<file path="config.mk">
export PLATFORM = sky130hd
export DESIGN_NAME = scc_converter_control
export DESIGN_NICKNAME = d
export VERILOG_FILES = /design/src/design/scc_pkg.sv /design/src/design/scc_converter_control.sv /design/src/design/scc_sar_engine.sv
export SDC_FILE = /design/constraint.sdc
export NUM_CORES = 1
export LEC_CHECK = 0
export ABC_AREA = 1
export BUFFER_PORTS_ARGS = -buffer_cell sky130_fd_sc_hd__buf_2
export CAP_MARGIN = 30
export CORE_ASPECT_RATIO = 0.9
export CORE_MARGIN = 3
export CORE_UTILIZATION = 51
export CTS_CLUSTER_DIAMETER = 50
export CTS_CLUSTER_SIZE = 12
export DETAILED_ROUTE_END_ITERATION = 16
export GPL_ROUTABILITY_DRIVEN = 0
export HOLD_SLACK_MARGIN = 0.06
export PLACE_DENSITY_LB_ADDON = 0.2
export SLEW_MARGIN = 25
export SYNTH_ARGS = -nofsm -noshare
export SYNTH_HDL_FRONTEND = slang
export SYNTH_SLANG_ARGS = --single-unit
</file>
<file path="constraint.sdc">
create_clock -name CLK -period 1.8 [get_ports CLK]
set_input_delay 0 -clock CLK [delete_from_list [all_inputs] [get_ports CLK]]
set_output_delay 0 -clock CLK [all_outputs]
set_load 0.1 [all_outputs]
</file>
<file path="src/design/scc_pkg.sv">
// Constants and types shared by the converter control design
package scc_pkg;

    localparam int RES_BITS = 10;

    // Register word indices on the bus
    localparam logic [3:0] OFS_CTRL0   = 4'h0;
    localparam logic [3:0] OFS_CTRL1   = 4'h1;
    localparam logic [3:0] OFS_RES_HI  = 4'h2;
    localparam logic [3:0] OFS_RES_LO  = 4'h3;
    localparam logic [3:0] OFS_VREF    = 4'h4;
    localparam logic [3:0] OFS_FLAGS   = 4'h5;
    localparam logic [3:0] OFS_ENABLES = 4'h6;
    localparam logic [3:0] OFS_INTCTL  = 4'h7;

    // converter_control_0 fields
    localparam int CTRL0_ON     = 0;
    localparam int CTRL0_GO     = 1;
    localparam int CTRL0_CHS_LO = 2;
    // converter_control_1 fields
    localparam int CTRL1_PREF   = 0;
    localparam int CTRL1_CS_LO  = 4;
    localparam int CTRL1_FM     = 7;
    // voltage_ref_temp_control fields
    localparam int VREF_AD_LO   = 0;
    localparam int VREF_CD_LO   = 2;
    localparam int VREF_TEMP_RANGE_SELECT   = 4;
    localparam int VREF_TEMP_SENSE_ON    = 5;
    localparam int VREF_RDY     = 6;
    localparam int VREF_FIXED_REFERENCE_ON   = 7;
    // Flag, enable and interrupt control fields
    localparam int FLAG_DONE    = 6;
    localparam int IE_DONE      = 6;
    localparam int INT_PERIPHERAL_INT_ENABLE     = 6;
    localparam int INT_GIE      = 7;

    // Reset values
    localparam logic [4:0] RST_CHS   = 5'h00;
    localparam logic [2:0] RST_CS    = 3'h0;
    localparam logic [1:0] RST_PREF  = 2'h0;
    localparam logic [1:0] RST_GAIN  = 2'h0;
    localparam logic [9:0] RST_RES   = 10'h000;
    localparam logic [7:0] RST_BYTE  = 8'h00;

    // Channel codes
    localparam logic [4:0] CH_PIN_LAST = 5'h03;
    localparam logic [4:0] CH_TEMP     = 5'h1d;
    localparam logic [4:0] CH_DAC      = 5'h1e;
    localparam logic [4:0] CH_FVR      = 5'h1f;

    // Conversion clock select codes
    localparam logic [2:0] CS_DIV2  = 3'h0;
    localparam logic [2:0] CS_DIV4  = 3'h4;
    localparam logic [2:0] CS_DIV8  = 3'h1;
    localparam logic [2:0] CS_DIV16 = 3'h5;
    localparam logic [2:0] CS_DIV32 = 3'h2;
    localparam logic [2:0] CS_DIV64 = 3'h6;
    localparam logic [1:0] CS_RC    = 2'h3;

    // Half bit-period lengths in core clocks, one per divider
    localparam logic [4:0] HALF_DIV2  = 5'd1;
    localparam logic [4:0] HALF_DIV4  = 5'd2;
    localparam logic [4:0] HALF_DIV8  = 5'd4;
    localparam logic [4:0] HALF_DIV16 = 5'd8;
    localparam logic [4:0] HALF_DIV32 = 5'd16;
    localparam logic [4:0] HALF_DIV64 = 5'd0; // 32 wraps; count ends at 31

    // 11.5 bit periods: 3 half periods of sampling, then 2 per bit
    localparam logic [1:0] SAMPLE_HALVES = 2'd3;

    typedef enum logic [2:0] {
        SCC_IDLE = 3'b001,
        SCC_ACQ  = 3'b010,
        SCC_BITS = 3'b100
    } scc_state_t;

    typedef enum logic [1:0] {
        SCC_END_NORMAL = 2'b00,
        SCC_END_SOFT   = 2'b01,
        SCC_END_SLEEP  = 2'b10
    } scc_end_t;

endpackage : scc_pkg

</file>
<file path="src/design/scc_converter_control.sv">
// Control logic, registers and clocking of the 10-bit SAR converter
// Behaviour
// Ten-bit result by successive approximation, kept in high and low bytes.
// Channel select routes one of seven sources to sample-and-hold.
// Software waits an acquisition delay after changing channel.
// Positive reference is pin or supply; negative is always ground.
// Clock select decodes six core dividers and the internal RC oscillator.
// Bit period is one conversion clock; conversion lasts 11.5 periods.
// Divider clocks follow core clock; only RC clock is independent.
// Done flag set at every completion, whatever the interrupt enable.
// Software clears the done flag; hardware never clears it.
// Converter runs in sleep only with the RC clock selected.
// Enabled completion in sleep wakes the core; next instruction runs.
// Wake resumes in line without global enable, else enters ISR.
// Temperature indicator powered only while its enable bit is set.
// Range bit set selects high range, clear selects low range.
// Software waits 200 us after routing temperature to the input.
// Software leaves 200 us between temperature conversions.
// Temperature indicator reaches the converter on a dedicated channel.
// Codes 0-3 pins, 1d temperature, 1e DAC, 1f reference; rest open.
// Go bit starts; completion clears it, sets flag, loads results.
// Enable bit powers the converter; cleared means no current.
// Right justified result loads six zero bits atop the high byte.
// RC-timed completion is synchronised before any register update.
//
// The register offsets and the Avalon-MM interface to the registers were chosen for this implementation.
`timescale 1ns/100ps
module scc_converter_control (
    input  wire logic        CLK,
    input  wire logic        RST,
    input  wire logic [3:0]  AVS_ADDRESS,
    input  wire logic        AVS_READ,
    input  wire logic        AVS_WRITE,
    input  wire logic [31:0] AVS_WRITEDATA,
    input  wire logic [3:0]  AVS_BYTEENABLE,
    output logic      [31:0] AVS_READDATA,
    output logic             AVS_WAITREQUEST,
    input  wire logic        CORE_SLEEP,
    input  wire logic        RC_OSC_IN,
    input  wire logic        COMP_OUT,
    output logic             CONV_POWER,
    output logic             SAMPLE_HOLD,
    output logic [9:0]       TRIAL_CODE,
    output logic [6:0]       CHANNEL_ROUTE,
    output logic             REF_FROM_PIN,
    output logic             TEMP_SENSE_POWER,
    output logic             TEMP_RANGE_HIGH,
    output logic             FIXED_REF_POWER,
    output logic [1:0]       COMP_REF_GAIN,
    output logic [1:0]       CONV_REF_GAIN,
    output logic             CONV_IRQ,
    output logic             WAKE_REQ,
    output logic             WAKE_TO_ISR
);
    import scc_pkg::*;

    // Bus handshake
    logic        ack;
    logic        wr_en;
    logic [7:0]  wbyte;
    logic [7:0]  rbyte;

    // Register contents
    logic [4:0]  input_channel_select;
    logic        go;
    logic        converter_enable;
    logic        result_format_select;
    logic [2:0]  conv_clock_select;
    logic [1:0]  positive_ref_select;
    logic [7:0]  result_high;
    logic [7:0]  result_low;
    logic        fixed_reference_on;
    logic        temp_sense_on;
    logic        temp_range_select;
    logic [1:0]  comp_gain;
    logic [1:0]  conv_gain;
    logic        conv_done_flag;
    logic        conv_int_enable;
    logic        peripheral_int_enable;
    logic        global_int_enable;

    // Synchronisers and timing
    logic        comp_meta;
    logic        comp_sync;
    logic        rc_meta;
    logic        rc_sync;
    logic        rc_prev;
    logic        use_rc;
    logic [4:0]  half_len;
    logic [4:0]  div_cnt;
    logic        half_tick;

    // Conversion control
    logic        busy;
    logic        done;
    logic [9:0]  raw_result;
    logic        start;
    logic        soft_stop;
    logic        sleep_stop;
    logic        abort;
    scc_end_t    end_kind;
    logic        complete;
    logic        off_in_sleep;
    logic        wake_armed;

    assign wbyte = AVS_WRITEDATA[7:0];
    assign wr_en = AVS_WRITE && ack && AVS_BYTEENABLE[0];
    // One wait cycle per access; the request is acted on when it ends
    assign AVS_WAITREQUEST = (AVS_READ || AVS_WRITE) && !ack;

    always_ff @(posedge CLK) begin
        if (RST) begin
            ack <= 1'b0;
        end else begin
            ack <= (AVS_READ || AVS_WRITE) && !ack;
        end
    end

    always_comb begin
        rbyte = RST_BYTE;
        if (AVS_ADDRESS == OFS_CTRL0) begin
            rbyte = {1'b0, input_channel_select, go, converter_enable};
        end else if (AVS_ADDRESS == OFS_CTRL1) begin
            rbyte = {result_format_select, conv_clock_select, 2'b00,
                     positive_ref_select};
        end else if (AVS_ADDRESS == OFS_RES_HI) begin
            rbyte = result_high;
        end else if (AVS_ADDRESS == OFS_RES_LO) begin
            rbyte = result_low;
        end else if (AVS_ADDRESS == OFS_VREF) begin
            rbyte = {fixed_reference_on, fixed_reference_on, temp_sense_on,
                     temp_range_select, comp_gain, conv_gain};
        end else if (AVS_ADDRESS == OFS_FLAGS) begin
            rbyte[FLAG_DONE] = conv_done_flag;
        end else if (AVS_ADDRESS == OFS_ENABLES) begin
            rbyte[IE_DONE] = conv_int_enable;
        end else if (AVS_ADDRESS == OFS_INTCTL) begin
            rbyte[INT_GIE]  = global_int_enable;
            rbyte[INT_PERIPHERAL_INT_ENABLE] = peripheral_int_enable;
        end
    end

    // Read data held from the wait cycle through the accepting edge
    always_ff @(posedge CLK) begin
        if (RST) begin
            AVS_READDATA <= 32'h0000_0000;
        end else if (AVS_READ && !ack) begin
            AVS_READDATA <= {24'h00_0000, rbyte};
        end
    end

    // Comparator and RC oscillator arrive asynchronously
    always_ff @(posedge CLK) begin
        if (RST) begin
            comp_meta <= 1'b0;
            comp_sync <= 1'b0;
            rc_meta   <= 1'b0;
            rc_sync   <= 1'b0;
            rc_prev   <= 1'b0;
        end else begin
            comp_meta <= COMP_OUT;
            comp_sync <= comp_meta;
            rc_meta   <= RC_OSC_IN;
            rc_sync   <= rc_meta;
            rc_prev   <= rc_sync;
        end
    end

    assign use_rc = (conv_clock_select[1:0] == CS_RC);

    always_comb begin
        case (conv_clock_select)
            CS_DIV2:  half_len = HALF_DIV2;
            CS_DIV4:  half_len = HALF_DIV4;
            CS_DIV8:  half_len = HALF_DIV8;
            CS_DIV16: half_len = HALF_DIV16;
            CS_DIV32: half_len = HALF_DIV32;
            CS_DIV64: half_len = HALF_DIV64;
            default:  half_len = HALF_DIV2;
        endcase
    end

    // Divider counts core clocks, so its rate tracks the core clock
    always_ff @(posedge CLK) begin
        if (RST) begin
            div_cnt <= 5'd0;
        end else if (!busy || half_tick) begin
            div_cnt <= 5'd0;
        end else begin
            div_cnt <= div_cnt + 5'd1;
        end
    end

    // Each RC edge is half a bit period; both edges count
    assign half_tick = use_rc ? (rc_sync != rc_prev)
                              : busy && (div_cnt == half_len - 5'd1);

    assign start = wr_en && (AVS_ADDRESS == OFS_CTRL0) && wbyte[CTRL0_GO]
                   && converter_enable && !busy && !sleep_stop;
    assign soft_stop = wr_en && (AVS_ADDRESS == OFS_CTRL0)
                       && !wbyte[CTRL0_GO] && busy;
    assign sleep_stop = CORE_SLEEP && !use_rc;
    assign abort = soft_stop || (sleep_stop && busy)
                   || (busy && !converter_enable);
    assign complete = done && (end_kind == SCC_END_NORMAL);

    scc_sar_engine u_sar (
        .clk       (CLK),
        .rst       (RST),
        .start     (start),
        .abort     (abort),
        .half_tick (half_tick),
        .comp      (comp_sync),
        .busy      (busy),
        .done      (done),
        .result    (raw_result),
        .trial     (TRIAL_CODE),
        .sample    (SAMPLE_HOLD)
    );

    // Remember how the running conversion is to end
    always_ff @(posedge CLK) begin
        if (RST) begin
            end_kind <= SCC_END_NORMAL;
        end else if (start) begin
            end_kind <= SCC_END_NORMAL;
        end else if (busy && (sleep_stop || !converter_enable)) begin
            end_kind <= SCC_END_SLEEP;
        end else if (busy && soft_stop) begin
            end_kind <= SCC_END_SOFT;
        end
    end

    always_ff @(posedge CLK) begin
        if (RST) begin
            input_channel_select <= RST_CHS;
            converter_enable     <= 1'b0;
            go                   <= 1'b0;
        end else begin
            if (wr_en && (AVS_ADDRESS == OFS_CTRL0)) begin
                input_channel_select <= wbyte[CTRL0_CHS_LO +: 5];
                converter_enable     <= wbyte[CTRL0_ON];
                go                   <= start || (wbyte[CTRL0_GO] && busy);
            end else if (done || (busy && sleep_stop)) begin
                go <= 1'b0;
            end
        end
    end

    always_ff @(posedge CLK) begin
        if (RST) begin
            result_format_select <= 1'b0;
            conv_clock_select    <= RST_CS;
            positive_ref_select  <= RST_PREF;
        end else if (wr_en && (AVS_ADDRESS == OFS_CTRL1)) begin
            result_format_select <= wbyte[CTRL1_FM];
            conv_clock_select    <= wbyte[CTRL1_CS_LO +: 3];
            positive_ref_select  <= wbyte[CTRL1_PREF +: 2];
        end
    end

    // A sleep abort leaves the old result in place
    always_ff @(posedge CLK) begin
        if (RST) begin
            result_high <= RST_BYTE;
            result_low  <= RST_BYTE;
        end else if (done && end_kind != SCC_END_SLEEP) begin
            if (result_format_select) begin
                result_high <= {6'b00_0000, raw_result[9:8]};
                result_low  <= raw_result[7:0];
            end else begin
                result_high <= raw_result[9:2];
                result_low  <= {raw_result[1:0], 6'b00_0000};
            end
        end
    end

    always_ff @(posedge CLK) begin
        if (RST) begin
            fixed_reference_on <= 1'b0;
            temp_sense_on      <= 1'b0;
            temp_range_select  <= 1'b0;
            comp_gain          <= RST_GAIN;
            conv_gain          <= RST_GAIN;
        end else if (wr_en && (AVS_ADDRESS == OFS_VREF)) begin
            fixed_reference_on <= wbyte[VREF_FIXED_REFERENCE_ON];
            temp_sense_on      <= wbyte[VREF_TEMP_SENSE_ON];
            temp_range_select  <= wbyte[VREF_TEMP_RANGE_SELECT];
            comp_gain          <= wbyte[VREF_CD_LO +: 2];
            conv_gain          <= wbyte[VREF_AD_LO +: 2];
        end
    end

    // Completion sets the flag even if a clearing write lands alongside
    always_ff @(posedge CLK) begin
        if (RST) begin
            conv_done_flag <= 1'b0;
        end else if (complete) begin
            conv_done_flag <= 1'b1;
        end else if (wr_en && (AVS_ADDRESS == OFS_FLAGS)) begin
            conv_done_flag <= wbyte[FLAG_DONE];
        end
    end

    always_ff @(posedge CLK) begin
        if (RST) begin
            conv_int_enable       <= 1'b0;
            peripheral_int_enable <= 1'b0;
            global_int_enable     <= 1'b0;
        end else begin
            if (wr_en && (AVS_ADDRESS == OFS_ENABLES)) begin
                conv_int_enable <= wbyte[IE_DONE];
            end
            if (wr_en && (AVS_ADDRESS == OFS_INTCTL)) begin
                peripheral_int_enable <= wbyte[INT_PERIPHERAL_INT_ENABLE];
                global_int_enable     <= wbyte[INT_GIE];
            end
        end
    end

    // Without an enabled interrupt the converter powers down after a
    // sleep conversion, though the enable bit stays set
    always_ff @(posedge CLK) begin
        if (RST) begin
            off_in_sleep <= 1'b0;
        end else if (!CORE_SLEEP) begin
            off_in_sleep <= 1'b0;
        end else if (complete && !conv_int_enable) begin
            off_in_sleep <= 1'b1;
        end
    end

    assign wake_armed = conv_int_enable && peripheral_int_enable;

    always_ff @(posedge CLK) begin
        if (RST) begin
            WAKE_REQ    <= 1'b0;
            WAKE_TO_ISR <= 1'b0;
        end else begin
            WAKE_REQ <= CORE_SLEEP && complete && wake_armed;
            if (CORE_SLEEP && complete && wake_armed) begin
                WAKE_TO_ISR <= global_int_enable;
            end else if (!CORE_SLEEP) begin
                WAKE_TO_ISR <= 1'b0;
            end
        end
    end

    // Decoded analog controls, registered to keep them glitch free
    for (genvar i = 0; i < 4; i++) begin : g_pin_route
        always_ff @(posedge CLK) begin
            if (RST) begin
                CHANNEL_ROUTE[i] <= 1'b0;
            end else begin
                CHANNEL_ROUTE[i] <= (input_channel_select == 5'(i));
            end
        end
    end

    always_ff @(posedge CLK) begin
        if (RST) begin
            CHANNEL_ROUTE[6:4] <= 3'b000;
            REF_FROM_PIN       <= 1'b0;
            CONV_POWER         <= 1'b0;
            TEMP_SENSE_POWER   <= 1'b0;
            TEMP_RANGE_HIGH    <= 1'b0;
            FIXED_REF_POWER    <= 1'b0;
            COMP_REF_GAIN      <= RST_GAIN;
            CONV_REF_GAIN      <= RST_GAIN;
            CONV_IRQ           <= 1'b0;
        end else begin
            CHANNEL_ROUTE[4] <= (input_channel_select == CH_TEMP);
            CHANNEL_ROUTE[5] <= (input_channel_select == CH_DAC);
            CHANNEL_ROUTE[6] <= (input_channel_select == CH_FVR);
            REF_FROM_PIN     <= (positive_ref_select == 2'b10);
            CONV_POWER       <= converter_enable && !off_in_sleep
                                && !sleep_stop;
            TEMP_SENSE_POWER <= temp_sense_on;
            TEMP_RANGE_HIGH  <= temp_range_select;
            FIXED_REF_POWER  <= fixed_reference_on;
            COMP_REF_GAIN    <= comp_gain;
            CONV_REF_GAIN    <= conv_gain;
            CONV_IRQ         <= conv_done_flag && conv_int_enable
                                && peripheral_int_enable
                                && global_int_enable;
        end
    end

endmodule : scc_converter_control

</file>
<file path="src/design/scc_sar_engine.sv">
// Successive approximation sequencer driven by half bit-period ticks
`timescale 1ns/100ps
module scc_sar_engine (
    input  wire logic                    clk,
    input  wire logic                    rst,
    input  wire logic                    start,
    input  wire logic                    abort,
    input  wire logic                    half_tick,
    input  wire logic                    comp,
    output logic                         busy,
    output logic                         done,
    output logic [scc_pkg::RES_BITS-1:0] result,
    output logic [scc_pkg::RES_BITS-1:0] trial,
    output logic                         sample
);
    import scc_pkg::*;

    scc_state_t          state;
    logic [1:0]          acq_cnt;
    logic                phase;
    logic [3:0]          idx;
    logic [RES_BITS-1:0] decided;
    logic                last_bit;
    logic                finishing;
    logic [RES_BITS-1:0] next_result;
    logic [RES_BITS-1:0] next_trial;

    assign busy      = (state != SCC_IDLE);
    assign finishing = (state == SCC_BITS) && !abort && half_tick && phase
                       && (idx == 4'd0);

    always_ff @(posedge clk) begin
        if (rst) begin
            state    <= SCC_IDLE;
            acq_cnt  <= 2'd0;
            phase    <= 1'b0;
            idx      <= 4'(RES_BITS - 1);
            decided  <= RST_RES;
            last_bit <= 1'b0;
        end else begin
            case (state)
                SCC_IDLE: begin
                    if (start) begin
                        state    <= SCC_ACQ;
                        acq_cnt  <= 2'd0;
                        phase    <= 1'b0;
                        idx      <= 4'(RES_BITS - 1);
                        decided  <= RST_RES;
                        last_bit <= 1'b0;
                    end
                end
                SCC_ACQ: begin
                    if (abort) begin
                        state <= SCC_IDLE;
                    end else if (half_tick) begin
                        if (acq_cnt == SAMPLE_HALVES - 2'd1) begin
                            state <= SCC_BITS;
                        end else begin
                            acq_cnt <= acq_cnt + 2'd1;
                        end
                    end
                end
                SCC_BITS: begin
                    if (abort) begin
                        state <= SCC_IDLE;
                    end else if (half_tick) begin
                        phase <= ~phase;
                        if (phase) begin
                            decided[idx] <= comp;
                            last_bit     <= comp;
                            if (idx == 4'd0) begin
                                state <= SCC_IDLE;
                            end else begin
                                idx <= idx - 4'd1;
                            end
                        end
                    end
                end
                default: state <= SCC_IDLE;
            endcase
        end
    end

    // Undecided bits of a cut-short conversion copy the last decided bit
    always_comb begin
        next_result = decided;
        for (int i = 0; i < RES_BITS; i++) begin
            if (state != SCC_BITS || i <= int'(idx)) begin
                next_result[i] = last_bit;
            end
        end
        if (finishing) begin
            next_result    = decided;
            next_result[0] = comp;
        end
        next_trial = RST_RES;
        if (state == SCC_BITS) begin
            next_trial = decided | (10'h001 << idx);
        end
    end

    always_ff @(posedge clk) begin
        if (rst) begin
            done   <= 1'b0;
            result <= RST_RES;
        end else begin
            done <= finishing || (busy && abort);
            if (finishing || (busy && abort)) begin
                result <= next_result;
            end
        end
    end

    always_ff @(posedge clk) begin
        if (rst) begin
            trial  <= RST_RES;
            sample <= 1'b0;
        end else begin
            trial  <= next_trial;
            sample <= (state == SCC_ACQ);
        end
    end

endmodule : scc_sar_engine

</file>
==> impl_metrics.ini, run 1 <==
[floorplan]
row_count = 35
die_w_um = 117.5
start_util = 0.5402
io_pins = 110
core_um2 = 10550
dieArea_um2 = 12490
dieHeight_um = 106.3

[synth]
ys_types = 41
synth_top_area_frac = 0.4354
yosysWarningCount = 0
synthArstFlopShare = 0
synth-edff-count = 0
yosysSeqAreaShare = 0.4354
synthCells = 781
synthFlopType = dfxtp_1
syn_area_um2 = 5702
synth.area.top_cells = dfxtp_1, nand2_1, a21oi_1
ys_ff_latch = 124
yosys.area.top_type = dfxtp_1
syn_area_per_cell_um2 = 7.301

[placement]
dpl-instance-area_um2 = 6188
port_buffers = 58
dpl.cell_count = 985
post-dp-hpwl_mm = 10.21
place_ws_ns = 0.02141

[power]
power_leakage_uw = 0.003336
power.density_nw_per_um2 = 1309
p_total_uw = 9674
peakVddDrop_mv = 0.8290

[clock_network]
clock_sinks = 124
clock_latency_ns = 0.41
clockBufferDepth = 2
cts-root-buf = clkbuf_16
cts_tree = yes
clk_pin_slew_worst_paths_ns = 0.06
htree_levels = 4
cts_buffers = 17

[grt]
grt_pass1_vias = 5153
grt_usage = 0.2397
grt_max_degree = 46
grt_pass1_wl_mm = 24.52
antenna_found_initial = 0
grt_overflow = 0

[drt]
drc = 0
drtAntennaViolNets = 0
vias_per_cell = 5.409
dr.pass1.iters = 5
wirelength_mm = 16.11
wl_per_cell_um = 15.29
drtIter0Drc = 532
num_vias = 5696

[timing]
fin_crit_ns = 1.795
max_clock_freq_ghz = 0.5572
skew_ns = 0.006548
fin_hold_ws_ns = 0.1053
timing.final.ws_setup_ns = 0.005403
rsz0062_at_grt = true
drv_slew = 0
worst_slew_pin_slew_ns = 0.5104
hold_violations = 0
setup_viol = 0
relSlewSlack = 0.6597
min_period_over_period = 0.9970

[worst_setup_path]
worst_ep_required_time_ns = 2.07
start_kind = register
endpoint_kind = register
crit_fanout = 6
crit_arrival_ns = 2.07
crit_type = register to register

[hold_path]
hold_path.class = input pin to register

[layout]
fin_cells = 1053
nets = 946
final_cell_area_um2 = 7392
syn_to_final_growth_pct = 29.65
drive_gt1_frac = 0.2268

[run_status]
status = completed

[run]
maxCapViolCount = 0
[per-layer routing]
metal	up-vias	track usage	routed length [um]
met5	-	0	0
met4	0	0.07280	286
met3	29	0.06117	1300
met2	276	0.3824	7526
met1	2655	0.3220	6992
li1	2736	-	-
[power breakdown]
group / switching, uW / total [uW] / leakage [uW] / internal [uW]
sequential: 162 / 3160 / 0.00101 / 3000
clock: 1290 / 3330 / 0.000272 / 2040
combinational: 2050 / 3190 / 0.00205 / 1130
total: 3510 / 9670 / 0.00334 / 6170
[cells in the final DEF, fill, tap and decap left out, drive strengths merged, types with 2 or more instances in the layout]
cell type / count
a21oi: 81
nand2: 136
conb: 24
nand4: 16
clkinv: 6
o211ai: 4
xor2: 2
nor2: 97
nand3: 57
clkinvlp: 4
nor3: 10
dfxtp: 124
a211oi: 3
o2111ai: 4
or2: 6
ha: 8
clkbuf: 22
bufinv: 2
dlygate4sd3: 16
a31oi: 8
inv: 100
buf: 98
o21ai: 66
[critical path, stage by stage, from the launching register on]
cell and delay [ns]:
dfxtp_4 0.37, nand3_4 0.10, nor2_8 0.15, nand2_4 0.07, o21ai_4 0.22, nand2_4 0.08
nor2_4 0.25, clkbuf_16 0.21, nand3_2 0.07, nand2_2 0.09, a21oi_2 0.06
[timing repair]
item                       CTS  global route
cloned                       0             5
hold buffers                17             0
buffers inserted             0            14
setup endpoints to repair    5            36
hold endpoints to repair    33             0
pin swaps                    0            28
resized for setup            1            67
[state kept, by name, summed over array words and instances, names as in the netlist, 7 cells and up]
signal and count:
result_high 8, AVS_READDATA 8, u_sar.result 10, CHANNEL_ROUTE 7
result_low 8, u_sar.trial 10, u_sar.decided 10
[through the flow]
stage / TNS (ns) / utilization
floorplan: 0 / -
global placement: 0 / 0.5864
detailed placement: 0 / 0.5864
CTS: 0 / 0.6570
global route: -0.7455 / 0.7002
finish: 0 / 0.7004
[logic make-up after synthesis]
family	count (synthesis)	synth area share
adders and majority gates	8	0.01756
AOI/OAI and AO/OA	173	0.1657
other	1	0.0006577
xor gates and xnor gates	2	0.003073
and+or+nand+nor	324	0.2570
buffers and inverters	149	0.1207
DFF	124	0.4354
[Yosys cell counts, drive strengths merged (8+ instances only)]
cell type and number:
a31oi 8, ha 8, nor3 10, a21oi 81
o21ai 66, dfxtp 124, clkbuf 20, buf 31
nand4 16, nor2 97, nand2 136, inv 98
nand3 57
[final cells by class]
cell class | instances | area (um2)
Multi-Input combinational cell | 531 | 2826
Inverter | 98 | 377.9
Tap cell | 148 | 185.2
Sequential cell | 124 | 2499
Clock inverter | 14 | 145.1
Timing Repair Buffer | 119 | 927.1
Clock buffer | 18 | 429.2
Antenna cell | 1 | 2.502
Fill cell | 823 | 3162
[worst paths after layout]
kind / cells after the start / slack (ns) / start / to
worst max-delay path: 10 / 0.005 / ack / u_sar.decided[1]
worst min-delay path: 5 / 0.11 / AVS_ADDRESS[3] / global_int_enable
worst max register to register: 10 / 0.005 / ack / u_sar.decided[1]
worst min register to register: 2 / 0.41 / comp_meta / comp_sync
(Power assumes the default switching activity.)
==> run 2, diff against run 1 <==
CTS_BUF_LIST = sky130_fd_sc_hd__clkbuf_16   (was not set)
==> impl_metrics.ini, run 2 (synthesis gave the netlist of run 1 again) <==
[floorplan]
row_count = 35
core_um2 = 10550
start_util = 0.5402
dieArea_um2 = 12490
dieHeight_um = 106.3
io_pins = 110
die_w_um = 117.5

[worst_setup_path]
max_stage_delay_ns = 0.37
crit_type = register to register
r2r_slack_ns = 0.006
r2r_start = ack
cp_top_family = simple AND/OR/NAND/NOR gates
worstReg2RegEnd = u_sar.decided[1]
crit_fanout = 6
cp_num_buf_inv = 1
cp_slowest_cell = dfxtp_4
endpoint_kind = register
crit_path_frequent_cell = nand2_4
worst_ep_required_time_ns = 2.08
critical_path_depth = 10
worstPathCellList = nand3_4, nor2_8, nand2_4, o21ai_4, nand2_4, nor2_4, clkbuf_16, nand3_2, nand2_2, a21oi_2
worstRegToRegCells = 10
crit_arrival_ns = 2.07
start_kind = register

[timing]
skew_ns = 0.007116
fin_hold_ws_ns = 0.1034
drv_slew = 0
hold_violations = 0
setup_viol = 0
rsz0062_at_grt = true
min_period_over_period = 0.9969
worst_slew_pin_slew_ns = 0.5138
fin_tns_setup_ns = 0
max_clock_freq_ghz = 0.5573
relSlewSlack = 0.6575
fin_crit_ns = 1.794

[drt]
drtAntennaViolNets = 0
wl_per_cell_um = 15.26
drtIter0Drc = 532
vias_per_cell = 5.418
wirelength_mm = 16.07
drc = 0
dr.pass1.iters = 5
num_vias = 5705

[clock_network]
clockBufferDepth = 2
htree_levels = 4
clock_latency_ns = 0.41
cts_buffers = 17
cts_tree = yes
clk_pin_slew_worst_paths_ns = 0.06
cts-root-buf = clkbuf_16
clock_sinks = 124

[hold_path]
hold_depth = 5
hold_end = global_int_enable
hold_path.class = input pin to register
worstHoldStart = AVS_ADDRESS[3]

[layout]
layout_common_cells = dfxtp_1, nand2_1, inv_1
final_common_cell = dfxtp_1
nets = 946
multiInputGateArea_um2 = 2826
seq_area_um2 = 2499
syn_to_final_growth_pct = 29.65
drive_gt1_frac = 0.2268
top_regs = u_sar.decided: 10 flops, u_sar.result: 10 flops, u_sar.trial: 10 flops
n_fill_cell = 823
post-route-util = 0.7004

[run_status]
status = completed

[grt]
grt_pass1_wl_mm = 24.52
grt_use_met3 = 0.06117
grt.busiest_layer = met2
grt_pass1_vias = 5153
grt_use_met1 = 0.3220
antenna_found_initial = 0
grt_overflow = 0
grt_max_degree = 46
grt_usage = 0.2397
grt_use_met2 = 0.3824

[power]
power.density_nw_per_um2 = 1308
p_total_uw = 9669
power_leakage_uw = 0.003340
peakVddDrop_mv = 0.8297

[run]
maxCapViolCount = 0

[placement]
port_buffers = 58
post-dp-hpwl_mm = 10.21
==> run 2: final cells by class <==
type | instances | share of cell area
Antenna cell | 1 | 0.0003385
Clock buffer | 17 | 0.05755
Clock inverter | 15 | 0.02014
Inverter | 98 | 0.05112
Multi-Input combinational cell | 531 | 0.3824
Sequential cell | 124 | 0.3380
Tap cell | 148 | 0.02505
Timing Repair Buffer | 119 | 0.1254
==> run 2: metrics by stage <==
stage	setup WS, ns	instance area, um2	instances
final	0.005563	7392	1053
after global routing	-0.06354	7390	1052
after CTS	0.005087	6934	1034
after detailed placement	0.02141	6188	985
after global placement	0.1023	6188	985
after floorplan	0.1882	5788	804
==> run 2: per-layer routing <==
layer	part of all wire	wire, um
met1	0.43	6976
met2	0.47	7501
met5	0	0
met3	0.081	1294
met4	0.018	297
==> run 2: repair_timing <==
item | CTS | global route
hold buffers | 17 | 0
endpoints found under the hold margin | 33 | 0
pin swaps | 0 | 28
cloned | 0 | 5
gates resized for setup | 1 | 67
buffers inserted | 0 | 14
endpoints found under the setup margin | 5 | 36
==> run 2: worst reg2reg max path, delay by kind of cell (launching register included) <==
kind | cells | cell delay [ns]
AOI/OAI and AO/OA | 2 | 0.28
buffers and inverters | 1 | 0.21
DFF | 1 | 0.37
and+or+nand+nor | 7 | 0.81
==> run 2: how the worst max path moves through the flow <==
stage,startpoint,endpoint,slack (ns)
after floorplan,ack,AVS_WAITREQUEST,0.19
after global placement,conv_clock_select[1],u_sar.acq_cnt[1],0.10
after detailed placement,conv_clock_select[1],u_sar.idx[1],0.02
after CTS,ack,u_sar.decided[0],0.005
after global routing,div_cnt[3],u_sar.result[2],-0.06
final,ack,u_sar.decided[1],0.006
==> run 2: report_power, final <==
| group | internal [uW] | switching [uW] | total [uW] |
|---|---|---|---|
| clock | 2030 | 1300 | 3330 |
| sequential | 3000 | 161 | 3160 |
| combinational | 1130 | 2050 | 3190 |
==> run 3, diff against run 2 <==
REMOVE_ABC_BUFFERS = 1   (was not set)
==> impl_metrics.ini, run 3 (synthesis gave the netlist of run 1 again) <==
[run_status]
status = completed

[power]
swShare = 0.3597
power.density_nw_per_um2 = 1299
power_frac_seq = 0.343
combinationalPowerShare = 0.314
p_clk_frac = 0.343
p_total_uw = 9202
p_int_uw = 5891
power_leakage_uw = 0.003173
switchingPower_uw = 3310
peakVddDrop_mv = 0.9130

[layout]
final_common_cell = nand2_1
diodes = 0
fin_cells = 1044
seq_area_um2 = 2497
drive_gt1_frac = 0.1931
nets = 939
multiInputGateArea_um2 = 2668
n_fill_cell = 874
post-route-util = 0.6713
layout_common_cells = nand2_1, dfxtp_1, inv_1
final_cell_area_um2 = 7084
syn_to_final_growth_pct = 24.25
top_regs = u_sar.decided: 10 flops, u_sar.result: 10 flops, u_sar.trial: 10 flops

[timing]
hold_violations = 0
max_clock_freq_ghz = 0.5799
relSlewSlack = 0.6379
timing.final.ws_setup_ns = 0.07556
setup_viol = 0
skew_ns = 0.009756
min_period_over_period = 0.9580
worst_slew_pin_slew_ns = 0.5432
drv_slew = 0
fin_crit_ns = 1.724
rsz0062_at_grt = true

[floorplan]
dieHeight_um = 106.3
dieArea_um2 = 12490
die_w_um = 117.5
io_pins = 110
row_count = 35
core_um2 = 10550
start_util = 0.5402

[clock_network]
clk_pin_slew_worst_paths_ns = 0.06
clock_latency_ns = 0.42
clockBufferDepth = 2
clock_sinks = 124
htree_levels = 4
cts-root-buf = clkbuf_16
cts_buffers = 17
cts_tree = yes

[grt]
antenna_found_initial = 0
grt_usage = 0.2383
grt_overflow = 0
grt_pass1_wl_mm = 24.38
grt_pass1_vias = 5200
grt_max_degree = 59

[drt]
wirelength_mm = 15.47
wl_per_cell_um = 14.82
num_vias = 5580
vias_per_cell = 5.345
drc = 0
drtIter0Drc = 684
drtAntennaViolNets = 0
dr.pass1.iters = 6

[worst_setup_path]
worst_ep_required_time_ns = 2.10
crit_fanout = 6
crit_arrival_ns = 2.02
start_kind = register
crit_type = register to register
endpoint_kind = register

[placement]
place_ws_ns = 0.02838
port_buffers = 58
dpl-instance-area_um2 = 6168
dpl.cell_count = 984
post-dp-hpwl_mm = 10.17

[run]
maxCapViolCount = 0

[hold_path]
hold_path.class = input pin to register
## run 3: cell count changes in the layout (fill, tap and decap cells not counted), moves of 2 or more
cell        change
nand2_4         -3
a21oi_1         +3
clkinv_2        -2
nand2_2         -3
nor2_1          +2
clkbuf_16       -2
inv_6           -2
nand3_2        -10
nand2_1         +7
nand3_1        +12
nand3_4         -2
a21oi_2         -3
clkinvlp_4      +2
## run 3: through the flow
stage               setup TNS (ns)  hold WS, ns
global placement                 0       0.2048
CTS                              0      0.07272
global route               -0.3556       0.1068
floorplan                   -4.410      0.06907
finish                           0      0.06858
detailed placement               0       0.2166
## run 3: final timing paths
path	from	end	slack [ns]	cells after the start
setup / recovery	ack	u_sar.state[1]	0.08	12
hold / removal	RST	u_sar.trial[2]	0.07	4
setup reg to reg	ack	u_sar.state[1]	0.08	12
hold reg to reg	comp_meta	comp_sync	0.40	2
## run 3: critical path: stages (launching register included)
cell     delay, ns
dfxtp_4       0.37
nand3_4       0.09
nor2_8        0.13
buf_4         0.13
nand2_2       0.07
nand2_4       0.11
inv_2         0.10
nand2_1       0.09
nor2_1        0.05
nor2_2        0.21
nand3_1       0.12
nand2_1       0.09
nor2_1        0.05
## run 3: layout make-up
cell class,count,share of cell area
well taps,148,0.02614
clock buffers,17,0.06005
multi-input cells,531,0.3765
clock inverters,14,0.01749
flip-flops and latches,124,0.3525
inverters,98,0.05263
repair buffers,112,0.1146
## run 3: metal layers
layer | vias to the layer above | track usage | part of all wire
met5 | - | 0 | 0
met4 | 0 | 0.07113 | 0.014
met3 | 30 | 0.06489 | 0.078
met2 | 216 | 0.4026 | 0.48
met1 | 2622 | 0.2998 | 0.43
li1 | 2712 | - | -
## run 3: power by group through the flow
stage | Sequential (uW) | Combinational, uW | Clock [uW]
after floorplan | 3300 | 1660 | 0
after global placement | 3180 | 2370 | 0
after detailed placement | 3200 | 2460 | 0
after CTS | 3140 | 2510 | 3170
after global routing | 3170 | 3150 | 3300
final | 3160 | 2890 | 3150
## run 3: repair_timing
action,CTS,global route
endpoints found under the setup margin,0,30
endpoints found under the hold margin,32,0
hold buffers,15,0
setup buffers,0,13
gates resized for setup,0,27
